$ cat config.mk
export PLATFORM = sky130hd
export DESIGN_NAME = wcm_watchdog_monitor
export DESIGN_NICKNAME = d
export VERILOG_FILES = /design/src/design/wcm_pkg.sv /design/src/design/wcm_sync.sv /design/src/design/wcm_wdt_count.sv /design/src/design/wcm_watchdog_monitor.sv
export SDC_FILE = /design/constraint.sdc
export NUM_CORES = 1
export LEC_CHECK = 0
export BUFFER_PORTS_ARGS = -buffer_cell sky130_fd_sc_hd__buf_2
export CELL_PAD_IN_SITES_DETAIL_PLACEMENT = 0
export CELL_PAD_IN_SITES_GLOBAL_PLACEMENT = 2
export CORE_AREA = 5 5 115 117
export CTS_CLUSTER_DIAMETER = 120
export DETAILED_ROUTE_END_ITERATION = 16
export DIE_AREA = 0 0 120 122
export GPL_ROUTABILITY_DRIVEN = 1
export PLACE_DENSITY = 0.67
export SETUP_SLACK_MARGIN = 0.02
export SLEW_MARGIN = 10
export SYNTH_ARGS = -nofsm -noshare
export SYNTH_HDL_FRONTEND = slang
export SYNTH_HIERARCHICAL = 1
export SYNTH_SLANG_ARGS = --single-unit
$ cat constraint.sdc
create_clock -name mclk -period 5.35 [get_ports mclk]
set_clock_uncertainty 0.1 [all_clocks]
set_input_delay 1.07 -clock mclk [delete_from_list [all_inputs] [get_ports mclk]]
set_output_delay 1.07 -clock mclk [all_outputs]
set_load 0.05 [all_outputs]
$ cat src/design/wcm_pkg.sv
package wcm_pkg;

   localparam int LOWFREQ_HZ     = 31000;
   localparam int BASE_PERIOD_US = 4000;
   localparam int BASE_EDGES     = LOWFREQ_HZ * BASE_PERIOD_US / 1000000;
   localparam int BASE_W         = $clog2(BASE_EDGES);
   localparam int POST_W         = 16;
   localparam int TAP_W          = 4;
   localparam int MCLK_HZ        = 20000000;
   localparam int MCLK_PERIOD_NS = 1000000000 / MCLK_HZ;

   localparam int ADDR_W = 2;
   localparam int DATA_W = 8;
   localparam logic [ADDR_W-1:0] REG_OSC_CTRL   = 2'h0;
   localparam logic [ADDR_W-1:0] REG_WDT_SOFT   = 2'h1;
   localparam logic [ADDR_W-1:0] REG_INT_STATUS = 2'h2;
   localparam logic [ADDR_W-1:0] REG_INT_MASK   = 2'h3;

   localparam int IFS_LSB  = 4;
   localparam int IFS_W    = 3;
   localparam int OSC_STARTUP_DONE_FLAG_BIT = 3;
   localparam int SCS_LSB  = 0;
   localparam int SCS_W    = 2;
   localparam int SWDT_BIT = 0;
   localparam int INT_W        = 2;
   localparam int INT_OSC_FAIL = 0;
   localparam int INT_WDT      = 1;

   localparam logic [IFS_W-1:0] IFS_RST = 3'h4;
   localparam logic [SCS_W-1:0] SCS_RST = 2'h0;

   localparam int PIN_LF   = 0;
   localparam int PIN_PRIM = 1;
   localparam int PIN_SEC  = 2;
   localparam int PIN_W    = 3;

   typedef enum logic [2:0] {
      MODE_LOW_POWER_CRYSTAL,
      MODE_STANDARD_CRYSTAL,
      MODE_HIGH_SPEED_CRYSTAL,
      MODE_HIGH_SPEED_CRYSTAL_PLL,
      MODE_EXTERNAL_CLOCK,
      MODE_EXTERNAL_RES_CAP,
      MODE_INTERNAL_LOWFREQ
   } wcm_osc_mode_t;

   typedef enum logic [1:0] {
      CLK_PRIMARY,
      CLK_SECONDARY,
      CLK_INTERNAL
   } wcm_clk_src_t;

   typedef enum logic [1:0] {
      PM_RUN,
      PM_IDLE,
      PM_SLEEP
   } wcm_pm_t;

   typedef struct packed {
      wcm_osc_mode_t    osc_mode;
      logic             wdt_cfg_en;
      logic [TAP_W-1:0] wdt_tap;
      logic             clock_fail_monitor_cfg_en;
   } wcm_cfg_t;

   typedef struct packed {
      logic [ADDR_W-1:0] addr;
      logic [DATA_W-1:0] wdata;
      logic              wr;
      logic              rd;
   } wcm_bus_t;

   function automatic logic is_crystal(wcm_osc_mode_t m);
      return m inside {MODE_LOW_POWER_CRYSTAL, MODE_STANDARD_CRYSTAL,
                       MODE_HIGH_SPEED_CRYSTAL, MODE_HIGH_SPEED_CRYSTAL_PLL};
   endfunction : is_crystal

   function automatic wcm_clk_src_t scs_to_src(logic [SCS_W-1:0] s);
      if (s[1]) begin
         return CLK_INTERNAL;
      end
      return s[0] ? CLK_SECONDARY : CLK_PRIMARY;
   endfunction : scs_to_src

   function automatic logic [POST_W-1:0] tap_limit(logic [TAP_W-1:0] t);
      return ~({POST_W{1'b1}} << t);
   endfunction : tap_limit

endpackage : wcm_pkg

$ cat src/design/wcm_sync.sv
`timescale 1ns/10ps
module wcm_sync
   import wcm_pkg::*;
#(
   parameter int W = 1
) (
   input  wire logic         mclk,
   input  wire logic         rst,
   input  wire logic [W-1:0] d,
   output logic      [W-1:0] q
);
   typedef struct packed {
      logic [W-1:0] stage1;
      logic [W-1:0] stage2;
   } wcm_sync_state_t;

   wcm_sync_state_t r;
   wcm_sync_state_t next_r;

   always_comb begin
      next_r.stage1 = d;
      next_r.stage2 = r.stage1;
   end

   always_ff @(posedge mclk or posedge rst) begin
      if (rst) begin
         r <= '0;
      end else begin
         r <= next_r;
      end
   end

   assign q = r.stage2;
endmodule : wcm_sync

$ cat src/design/wcm_wdt_count.sv
`timescale 1ns/10ps
module wcm_wdt_count
   import wcm_pkg::*;
(
   input  wire logic             mclk,
   input  wire logic             rst,
   input  wire logic             run,
   input  wire logic             lf_edge,
   input  wire logic             clear,
   input  wire logic [TAP_W-1:0] tap,
   output logic                  timeout
);
   typedef struct packed {
      logic [BASE_W-1:0] base;
      logic [POST_W-1:0] post;
      logic              timeout;
   } wcm_cnt_state_t;

   wcm_cnt_state_t r;
   wcm_cnt_state_t next_r;

   always_comb begin
      next_r = r;
      next_r.timeout = 1'b0;
      if (clear || !run) begin
         next_r.base = '0;
         next_r.post = '0;
      end else if (lf_edge) begin
         if (r.base == BASE_W'(BASE_EDGES - 1)) begin
            next_r.base = '0;
            if (r.post == tap_limit(tap)) begin
               next_r.post = '0;
               next_r.timeout = 1'b1;
            end else begin
               next_r.post = r.post + 1'b1;
            end
         end else begin
            next_r.base = r.base + 1'b1;
         end
      end
   end

   always_ff @(posedge mclk or posedge rst) begin
      if (rst) begin
         r <= '0;
      end else begin
         r <= next_r;
      end
   end

   assign timeout = r.timeout;
endmodule : wcm_wdt_count

$ cat src/design/wcm_watchdog_monitor.sv
`timescale 1ns/10ps
module wcm_watchdog_monitor
   import wcm_pkg::*;
(
   input  wire logic              mclk,
   input  wire logic              rst,
   input  wire wcm_bus_t          bus,
   output logic      [DATA_W-1:0] rdata,
   input  wire wcm_cfg_t          cfg,
   input  wire logic              internal_lowfreq_rc,
   input  wire logic              primary_clk,
   input  wire logic              secondary_clk,
   input  wire wcm_pm_t           pm_mode,
   input  wire logic              sleep_instr,
   input  wire logic              clear_watchdog_instr,
   input  wire logic              wake_event,
   input  wire logic              ost_done,
   input  wire logic              pll_done,
   output logic                   lowfreq_osc_en,
   output logic                   primary_osc_en,
   output wcm_clk_src_t           clk_src,
   output logic                   cpu_resume,
   output logic                   wdt_reset,
   output logic                   wdt_wake,
   output logic                   irq
);
   typedef enum logic [1:0] {
      ST_START,
      ST_MONITOR,
      ST_FAILED
   } wcm_state_t;

   typedef struct packed {
      wcm_state_t        st;
      logic [IFS_W-1:0]  ifs;
      logic [SCS_W-1:0]  scs;
      logic              osc_startup_done_flag;
      logic              swdt;
      logic [INT_W-1:0]  status;
      logic [INT_W-1:0]  mask;
      logic [DATA_W-1:0] rdata;
      wcm_clk_src_t      src;
      logic              prim_en;
      logic              lf_en;
      logic              lf_prev;
      logic              prim_prev;
      logic              sec_prev;
      logic              seen;
      logic              fail;
      logic              held;
      logic              cpu_resume;
      logic              wdt_reset;
      logic              wdt_wake;
      wcm_pm_t           pm_prev;
   } wcm_mon_state_t;

   localparam wcm_mon_state_t MON_RST = '{
      st:         ST_START,
      ifs:        IFS_RST,
      scs:        SCS_RST,
      osc_startup_done_flag:       1'b0,
      swdt:       1'b0,
      status:     '0,
      mask:       '0,
      rdata:      '0,
      src:        CLK_INTERNAL,
      prim_en:    1'b1,
      lf_en:      1'b0,
      lf_prev:    1'b0,
      prim_prev:  1'b0,
      sec_prev:   1'b0,
      seen:       1'b0,
      fail:       1'b0,
      held:       1'b0,
      cpu_resume: 1'b0,
      wdt_reset:  1'b0,
      wdt_wake:   1'b0,
      pm_prev:    PM_RUN
   };

   wcm_mon_state_t   p;
   wcm_mon_state_t   n;
   logic [PIN_W-1:0] pins_q;
   logic             lf_edge;
   logic             mon_edge;
   logic             mon_active;
   logic             fail_det;
   logic             fail_hold;
   logic             wdt_run;
   logic             wd_clear;
   logic             wd_timeout;
   logic             osc_wr;
   logic             ifs_chg;
   logic             wake_sleep;
   logic             pm_entry;
   logic             start_done;
   wcm_clk_src_t     wr_src;

   wcm_sync #(
      .W (PIN_W)
   ) u_sync (
      .mclk (mclk),
      .rst  (rst),
      .d    ({secondary_clk, primary_clk, internal_lowfreq_rc}),
      .q    (pins_q)
   );

   wcm_wdt_count u_count (
      .mclk    (mclk),
      .rst     (rst),
      .run     (wdt_run),
      .lf_edge (lf_edge),
      .clear   (wd_clear),
      .tap     (cfg.wdt_tap),
      .timeout (wd_timeout)
   );

   // Decoded events
   always_comb begin
      lf_edge    = pins_q[PIN_LF] & ~p.lf_prev;
      mon_edge   = (p.src == CLK_SECONDARY) ?
                   (pins_q[PIN_SEC] ^ p.sec_prev) :
                   (pins_q[PIN_PRIM] ^ p.prim_prev);
      mon_active = cfg.clock_fail_monitor_cfg_en && (p.st == ST_MONITOR) &&
                   (pm_mode != PM_SLEEP) && (p.src != CLK_INTERNAL);
      fail_det   = lf_edge && mon_active && !p.seen;
      fail_hold  = (pm_mode == PM_IDLE) && !p.mask[INT_OSC_FAIL];
      wdt_run    = cfg.wdt_cfg_en | p.swdt;
      osc_wr     = bus.wr && (bus.addr == REG_OSC_CTRL);
      ifs_chg    = osc_wr && (bus.wdata[IFS_LSB +: IFS_W] != p.ifs);
      wd_clear   = sleep_instr | clear_watchdog_instr | ifs_chg |
                   p.fail;
      wake_sleep = (p.pm_prev == PM_SLEEP) && (pm_mode != PM_SLEEP);
      pm_entry   = (p.pm_prev == PM_RUN) && (pm_mode == PM_IDLE);
      wr_src     = scs_to_src(bus.wdata[SCS_LSB +: SCS_W]);
      start_done = !is_crystal(cfg.osc_mode) ||
                   (ost_done && (pll_done ||
                    cfg.osc_mode != MODE_HIGH_SPEED_CRYSTAL_PLL));
   end

   // Next state
   always_comb begin
      n            = p;
      n.rdata      = '0;
      n.fail       = 1'b0;
      n.cpu_resume = 1'b0;
      n.wdt_reset  = 1'b0;
      n.wdt_wake   = 1'b0;
      n.pm_prev    = pm_mode;
      n.lf_prev    = pins_q[PIN_LF];
      n.prim_prev  = pins_q[PIN_PRIM];
      n.sec_prev   = pins_q[PIN_SEC];
      n.lf_en      = wdt_run | cfg.clock_fail_monitor_cfg_en;

      // Register writes
      if (bus.wr) begin
         unique case (bus.addr)
            REG_OSC_CTRL: begin
               n.ifs = bus.wdata[IFS_LSB +: IFS_W];
               n.scs = bus.wdata[SCS_LSB +: SCS_W];
            end
            REG_WDT_SOFT: begin
               n.swdt = bus.wdata[SWDT_BIT];
            end
            REG_INT_STATUS: begin
               n.status = p.status & ~bus.wdata[INT_W-1:0];
            end
            REG_INT_MASK: begin
               n.mask = bus.wdata[INT_W-1:0];
            end
         endcase
      end

      // Register reads, one cycle later
      if (bus.rd) begin
         unique case (bus.addr)
            REG_OSC_CTRL: begin
               n.rdata[IFS_LSB +: IFS_W] = p.ifs;
               n.rdata[OSC_STARTUP_DONE_FLAG_BIT]         = p.osc_startup_done_flag;
               n.rdata[SCS_LSB +: SCS_W] = p.scs;
            end
            REG_WDT_SOFT: begin
               n.rdata[SWDT_BIT] = p.swdt;
            end
            REG_INT_STATUS: begin
               n.rdata[INT_W-1:0] = p.status;
            end
            REG_INT_MASK: begin
               n.rdata[INT_W-1:0] = p.mask;
            end
         endcase
      end

      // Edge presence of the monitored clock per sample period
      if (lf_edge) begin
         n.seen = mon_edge;
      end else begin
         n.seen = p.seen | mon_edge;
      end

      // Start-up, power-managed selection
      unique case (p.st)
         ST_START: begin
            // First sample window counts as seen once monitoring starts
            n.seen = 1'b1;
            if (wake_sleep) begin
               n.prim_en = 1'b1;
            end
            if (osc_wr && wr_src != CLK_PRIMARY) begin
               n.prim_en = 1'b0;
               n.src     = wr_src;
               n.st      = ST_MONITOR;
            end else if (start_done) begin
               n.st   = ST_MONITOR;
               n.src  = CLK_PRIMARY;
               n.osc_startup_done_flag = 1'b1;
            end else begin
               n.src = CLK_INTERNAL;
            end
         end
         ST_MONITOR: begin
            if (wake_sleep) begin
               n.st      = ST_START;
               n.osc_startup_done_flag    = 1'b0;
               n.src     = CLK_INTERNAL;
               n.prim_en = 1'b1;
               n.seen    = 1'b0;
            end else if (pm_entry) begin
               n.src = scs_to_src(p.scs);
            end else if (osc_wr && pm_mode == PM_RUN) begin
               n.src = wr_src;
            end
         end
         ST_FAILED: begin
            n.src = p.src;
         end
      endcase

      // Sleep stops the primary oscillator
      if (pm_mode == PM_SLEEP && p.pm_prev != PM_SLEEP) begin
         n.prim_en = 1'b0;
      end

      // Clock failure, set wins over clear
      if (fail_det) begin
         n.fail                 = 1'b1;
         n.st                   = ST_FAILED;
         n.status[INT_OSC_FAIL] = 1'b1;
         if (fail_hold) begin
            n.held = 1'b1;
            n.src  = p.src;
         end else begin
            n.src = CLK_INTERNAL;
         end
      end

      if (p.held && wake_event) begin
         n.held       = 1'b0;
         n.src        = CLK_INTERNAL;
         n.cpu_resume = 1'b1;
      end

      // Watchdog terminal count
      if (wd_timeout) begin
         n.status[INT_WDT] = 1'b1;
         if (pm_mode == PM_SLEEP) begin
            n.wdt_wake = 1'b1;
         end else begin
            n.wdt_reset = 1'b1;
         end
      end
   end

   always_ff @(posedge mclk or posedge rst) begin
      if (rst) begin
         p <= MON_RST;
      end else begin
         p <= n;
      end
   end

   assign rdata          = p.rdata;
   assign lowfreq_osc_en = p.lf_en;
   assign primary_osc_en = p.prim_en;
   assign clk_src        = p.src;
   assign cpu_resume     = p.cpu_resume;
   assign wdt_reset      = p.wdt_reset;
   assign wdt_wake       = p.wdt_wake;
   assign irq            = |(p.status & p.mask);
endmodule : wcm_watchdog_monitor

# Yosys cells after proc, flatten, opt, wreduce, memory -nomap -nowiden
# Cells that the tools add are included.
[word_totals] out_inout_bits=16 reg_bits=64 wordCells=182
[op_classes] n_bitwise=14 n_eq_ne=27 mux=60 addsub=2 n_reduce_logical=51 shifts=1
[op_table] operator="two-way mux 2 bit" count=22
[op_table] operator="two-way mux 24 bit" count=1
[op_table] operator="two-way mux 1 bit" count=23
[op_table] operator="two-way mux 23 bit" count=1
[op_table] operator="nonzero test 2 bit" count=10
[op_table] operator="two-way mux 17 bit" count=1
[op_table] operator="adder 16 x 1 -> 16 bit, second input constant" count=1
[op_table] operator="== test 16 bit" count=1
[op_table] operator="two-way mux 16 bit" count=1
[op_table] operator="inverter 16 bit" count=1
[op_table] operator="<< shifter 16 x 4 -> 16 bit, first input constant" count=1
[op_table] operator="logical AND 1 bit" count=15
[op_table] operator="AND reduction 2 bit" count=7
[op_table] operator="two-way mux 4 bit" count=3
[op_table] operator="inequality test 2 bit, second input constant" count=6
[op_table] operator="== test 2 bit, second input constant" count=5
[op_table] operator="== test 2 x 1 -> 1 bit, second input constant" count=4
[op_table] operator="zero test 2 bit" count=4
[op_table] operator="case mux 2 bit (2 select lines)" count=2
[op_table] operator="adder 7 x 1 -> 7 bit, second input constant" count=1
[op_table] operator="== test 7 bit, second input constant" count=1
[op_table] operator="two-way mux 7 bit" count=1
[op_table] operator="== test 3 x 2 -> 1 bit, second input constant" count=2
[op_table] operator="inequality test 3 x 2 -> 1 bit, second input constant" count=2
[op_table] operator="other kinds (22)" count=39

# Depth between registers and ports, before layout
[depth] ltp_word=11 mapped_depth=11

# Modules after synthesis
# Netlist, hierarchy kept.
[modules_own_cells] module="wcm_watchdog_monitor" seq_area_each_um2=854.6 instances=1 area_per_inst_um2=1684.1 cells_per_inst=156
[modules_own_cells] module="wcm_wdt_count" seq_area_each_um2=600.6 instances=1 area_per_inst_um2=1667.8 cells_per_inst=207
[modules_own_cells] module="wcm_sync" seq_area_each_um2=150.1 instances=1 area_per_inst_um2=153.9 cells_per_inst=7

# Least setup slack after synthesis
# Ideal clock, no wire load.
[synth_timing] path_type="in2reg" from="input port bus[10] (netlist bit)" to="register u_count/r[12] (netlist bit)" arrival_time_ps=2891 setup_ps=116 t_required_ps=5134 slack_ps=2244 cell_stages=10 path_cell_list="buf_4 > nor2_1 > nand2_1 > a31oi_1 > or4_1 > nor2b_1 > and3_1 > clkbuf_1 > o21ai_4 > o311ai_0"
[synth_via] elab_chain_cells=8 word_cells_on_any_way=10 classes_between="1 x mux; 2 x bitwise; 7 x reduce/logical"
[synth_rtl] element="start: declaration" line_no="wcm_watchdog_monitor.sv:7" text="input wire wcm_bus_t bus,"
[synth_rtl] element="zero test 2 bit (*)" line_no="wcm_watchdog_monitor.sv:129" text="osc_wr = bus.wr && (bus.addr == REG_OSC_CTRL);"
[synth_rtl] element="logical AND 1 bit (*)" line_no="wcm_watchdog_monitor.sv:129"
[synth_rtl] element="logical AND 1 bit (*)" line_no="wcm_watchdog_monitor.sv:130" text="ifs_chg = osc_wr && (bus.wdata[IFS_LSB +: IFS_W] != p.ifs);"
[synth_rtl] element="OR 1 bit (*) (2 in a row)" line_no="wcm_watchdog_monitor.sv:131" text="wd_clear = sleep_instr | clear_watchdog_instr | ifs_chg |"
[synth_rtl] element="named net wd_clear" line_no="wcm_watchdog_monitor.sv:90" text="logic wd_clear;"
[synth_rtl] element="logical OR 1 bit (*)" line_no="wcm_wdt_count.sv:25" text="if (clear || !run) begin"
[synth_rtl] element="nonzero test 2 bit (no source line)"
[synth_rtl] element="AND reduction 2 bit (no source line)"
[synth_rtl] element="end signal: assignment" line_no="wcm_wdt_count.sv:47" text="r <= next_r;"
[synth_rtl] element="end: declaration" line_no="wcm_wdt_count.sv:19" text="wcm_cnt_state_t r;"
# Mark *: on every way through the listed nets, which the timed path passes. The rest lies on a longest branch.
# A chain may end at the register's enable or synchronous reset.

# Worst setup path in the final report
[layout_timing] from="input port bus[11] (netlist bit)" to="register u_count/r[13] (netlist bit)"
# The elaborated chain is that of the path after synthesis.

==> metrics.md <==
| Metric | Value |
|---|---|
| Worst hold path endpoint | u_sync/q[2] |
| Post-cts repair resize count | 0 |
| Max cap viols | 0 |
| Quantity of I/O buffers inserted on ports | 43 |
| Pleak | ~1.7 nW |
| Outcome | completed |
| Chip Height | about 120 um |
| Crit start category | input port |
| Router iterations before antenna repair | 4 |
| Switching power | 0.407 mW |
| Register bit total from synthesis | 64 |
| Via count normalized by instance count | 5.00 |
| Fraction of layout instances using a drive strength above 1 | 0.215 |
| Number of antenna violations at the first check in global routing | 0 |
| Clock Path Buffers | 2 |
| Placed wire-length estimate after detailed placement | 6070 um |
| Placed Cells incl. Taps | between 500 and 600 |
| Pre-CTS WS | 1630 ps |
| Maximum vdd drop | approximately 0.14 mV |
| Count of buffers added by post-CTS timing repair for setup | 0 |
| Path type of the worst setup path | in2reg |
| Detailed Route WL | 8420 um |
| Data required time of the critical path | roughly 5500 ps |
| Launch point of the worst reg-to-reg path | p[33] |
| Transition at the pin with the smallest max-transition slack | between 900 and 1000 ps |
| Post-Synthesis Cells | 370 |
| Most common cell after layout, fill and taps aside | sky130_fd_sc_hd__dfrtp_1 |
| Grt ovf | 0 |
| Final setup violating endpoints | 0 |
| Worst slew margin relative to its limit | 0.351 |
| Overall global routing resource usage | 0.122 |
| Clock buffer count from CTS | 9 |
| TritonCTS clock tree | yes |
| Starting DRT DRC Count | between 150 and 200 |
| Total core area | 0.0123 mm^2 |
| Fraction of synthesis flops using an asynchronous set or reset pin | 1.00 |
| Number of global-route vias before repair | 2649 |
| Met3 Track Usage GR | 0.0316 |
| Number of placement rows | 41 |
| Switching share of power | 0.285 |
| Starting utilization of the core area | 0.286 |
| Non-Filler Cell Area, Final | 0.00404 mm^2 |
| Final Net Count | 434 |
| Post-route ant nets | 0 |
| H-tree depth reported by CTS | 3 |
| GR peak layer | met2 |
| Number of distinct library cells after synthesis | 67 |
| Crit path launch | bus[11] |
| Synth Cell Area | between 0.003 and 0.004 mm^2 |
| Mean area per synthesized cell | between 9 and 10 um^2 |
| Cells on Worst Hold Path | 0 |
| Final Wtd Congestion | between 0.7 and 0.8 |
| Depth of the worst register-to-register path | 7 |
| Clock network power share | 0.411 |
| Final design utilization | 0.330 |
| Critical Path End Type | register |
| Leading cell types in the layout, fill and taps excluded | sky130_fd_sc_hd__dfrtp_1, sky130_fd_sc_hd__nand2_1, sky130_fd_sc_hd__buf_2 |
| Count of antenna diodes in the layout | 0 |
| Min-delay worst type | reg2reg |
| Total count of hold-check failures in the final report | 0 |
| Root buffer cell | sky130_fd_sc_hd__clkbuf_16 |
| Share of power burned in registers | 0.407 |
| Die area | 0.0146 mm^2 |
| Worst-path fanout max | 16 |
| Via count of the routed design | between 2000 and 3000 |
| Avg WL per Cell | between 15 and 20 um |
| EDFF count, synth | 0 |
| Power per cell area | 354 mW/mm^2 |
| Placed cell area | 0.00374 mm^2 |
| Cell internal pwr | 1.02 mW |
| Routing usage on met1 | 0.169 |
| Setup repair after global routing missed its margin | no |
| Post-route DRC violation count | 0 |
| Final worst setup slack | roughly 2000 ps |
| Most used flip-flop cell after synthesis | sky130_fd_sc_hd__dfrtp_1 |
| Clock sink total | 64 |
| Logic pwr share | 0.182 |
| Final period demand of the worst path | 3350 ps |
| Largest net degree at the start of global routing | 35 |
| Number of buffers inserted by hold repair at cts | 0 |
| Setup TNS | 0 ps |
| Met2 Track Usage GR | 0.184 |
| Slack of the worst reg-to-reg path | 2600 ps |
| Max-slew violation count | 0 |
| Post-route insts no fill | 554 |
| Clock slew at the register clock pins of the worst setup and hold paths | 50 ps |
| Portion of the post-synthesis area used by sequential elements | 0.458 |
| Die span in x | 120 um |
| Final worst-path cycle share | 0.626 |
| Worst R2R End | u_count/r[13] |
| Beginning of the worst hold path | u_sync/next_r[2] |
| First-pass GRT wire length | 14000 um |
| IO Count | 49 |
| Peak clock frequency supported by timing | 299 MHz |
| Endpoint arrival time on the critical path | 3450 ps |
| Insertion delay to the later sink of the worst-skew pair | 330 ps |
| Layout overhead on the synthesized area | 15.3% |
| Number of warnings issued by yosys | 6 |
## how the worst max path moves through the flow
stage,end,slack (ps),cells after the start
floorplan,u_count/r[12],2240,10
global placement,u_count/r[4],1650,9
detailed placement,u_count/r[4],1630,9
CTS,u_count/r[13],1960,9
global route,u_count/r[12],1710,9
finish,u_count/r[13],2000,9
## worst max-delay path: stages
cell and delay, ps:
sky130_fd_sc_hd__buf_2 190, sky130_fd_sc_hd__nor2_1 140, sky130_fd_sc_hd__nand2_1 220, sky130_fd_sc_hd__a31oi_1 50
sky130_fd_sc_hd__or4_1 460, sky130_fd_sc_hd__nor2b_1 220, sky130_fd_sc_hd__and3_1 460, sky130_fd_sc_hd__o21ai_4 260
sky130_fd_sc_hd__o311ai_0 380
## state kept, by name, summed over array words and instances, names as in the netlist
signal and flops:
u_count/r 23, p 21, rdata 6, u_sync/next_r 3, u_sync/q 3, clk_src 2, cpu_resume 1, lowfreq_osc_en 1
primary_osc_en 1, u_count/timeout 1, wdt_reset 1, wdt_wake 1
## power groups by stage
stage	clock, mW	sequential, mW	combinational, mW
floorplan	0	0.576	0.232
global placement	0	0.589	0.262
detailed placement	0	0.591	0.262
CTS	0.605	0.583	0.264
global route	0.632	0.590	0.287
finish	0.587	0.583	0.260
## stage by stage
| step | total power, mW | hold WS [ps] |
|---|---|---|
| after global routing | 1.51 | 259 |
| after detailed placement | 0.853 | 236 |
| after floorplan | 0.808 | 231 |
| after CTS | 1.45 | 247 |
| after global placement | 0.851 | 232 |
| final | 1.43 | 244 |
## Yosys cell counts, drive strengths merged, types with 2 or more instances
cell type / count / area, um^2
dfrtp: 61 / 1530
dfstp: 3 / 78.8
o211ai: 8 / 80.1
o22ai: 3 / 18.8
xnor2: 10 / 87.6
a21o: 2 / 15.0
a22oi: 3 / 22.5
o41ai: 4 / 42.6
nor3: 4 / 20.0
nor2: 23 / 86.3
nand4: 5 / 31.3
or2: 3 / 18.8
nand3b: 4 / 30.0
and3: 7 / 43.8
and2: 3 / 18.8
a211oi: 3 / 27.5
nor2b: 6 / 40.0
nand3: 20 / 105
o221ai: 2 / 17.5
a31oi: 2 / 12.5
ha: 2 / 25.0
xor2: 3 / 26.3
buf: 18 / 148
o311ai: 5 / 43.8
o21ai: 30 / 161
nor3b: 4 / 41.3
or3: 4 / 30.0
inv: 15 / 56.3
a21boi: 2 / 15.0
nand2: 52 / 195
o2111ai: 3 / 32.5
a21oi: 8 / 40.0
clkbuf: 10 / 37.5
nand2b: 12 / 77.6
a31o: 2 / 17.5
or4: 2 / 15.0
mux2: 4 / 45.0
o22a: 2 / 18.8
nand4b: 3 / 26.3
## cells by family (layout without fill, tap and decap cells)
family,after synthesis,in the layout,synth area share
adders and majority gates,2,2,0.00714
and+or+nand+nor,153,153,0.224
xor gates and xnor gates,13,13,0.0325
DFF,64,64,0.458
AOI/OAI and AO/OA,88,88,0.186
other,1,2,0.00107
buffers and inverters,43,76,0.0689
muxes,6,6,0.0221
## layout make-up
cell class	count	area [um^2]
sequential	64	1610
tap	150	188
multi-input combinational	264	1660
clock inverter	3	40.0
clock buffer	13	260
fill	1257	8220
timing repair buffer	45	230
inverter	15	56.3
## metal layers
metal | part of all wire | wire length [um]
met3 | 0.037 | 310
met2 | 0.46 | 3850
met1 | 0.49 | 4140
met5 | 0 | 0
met4 | 0.014 | 121
(Power assumes the default switching activity.)
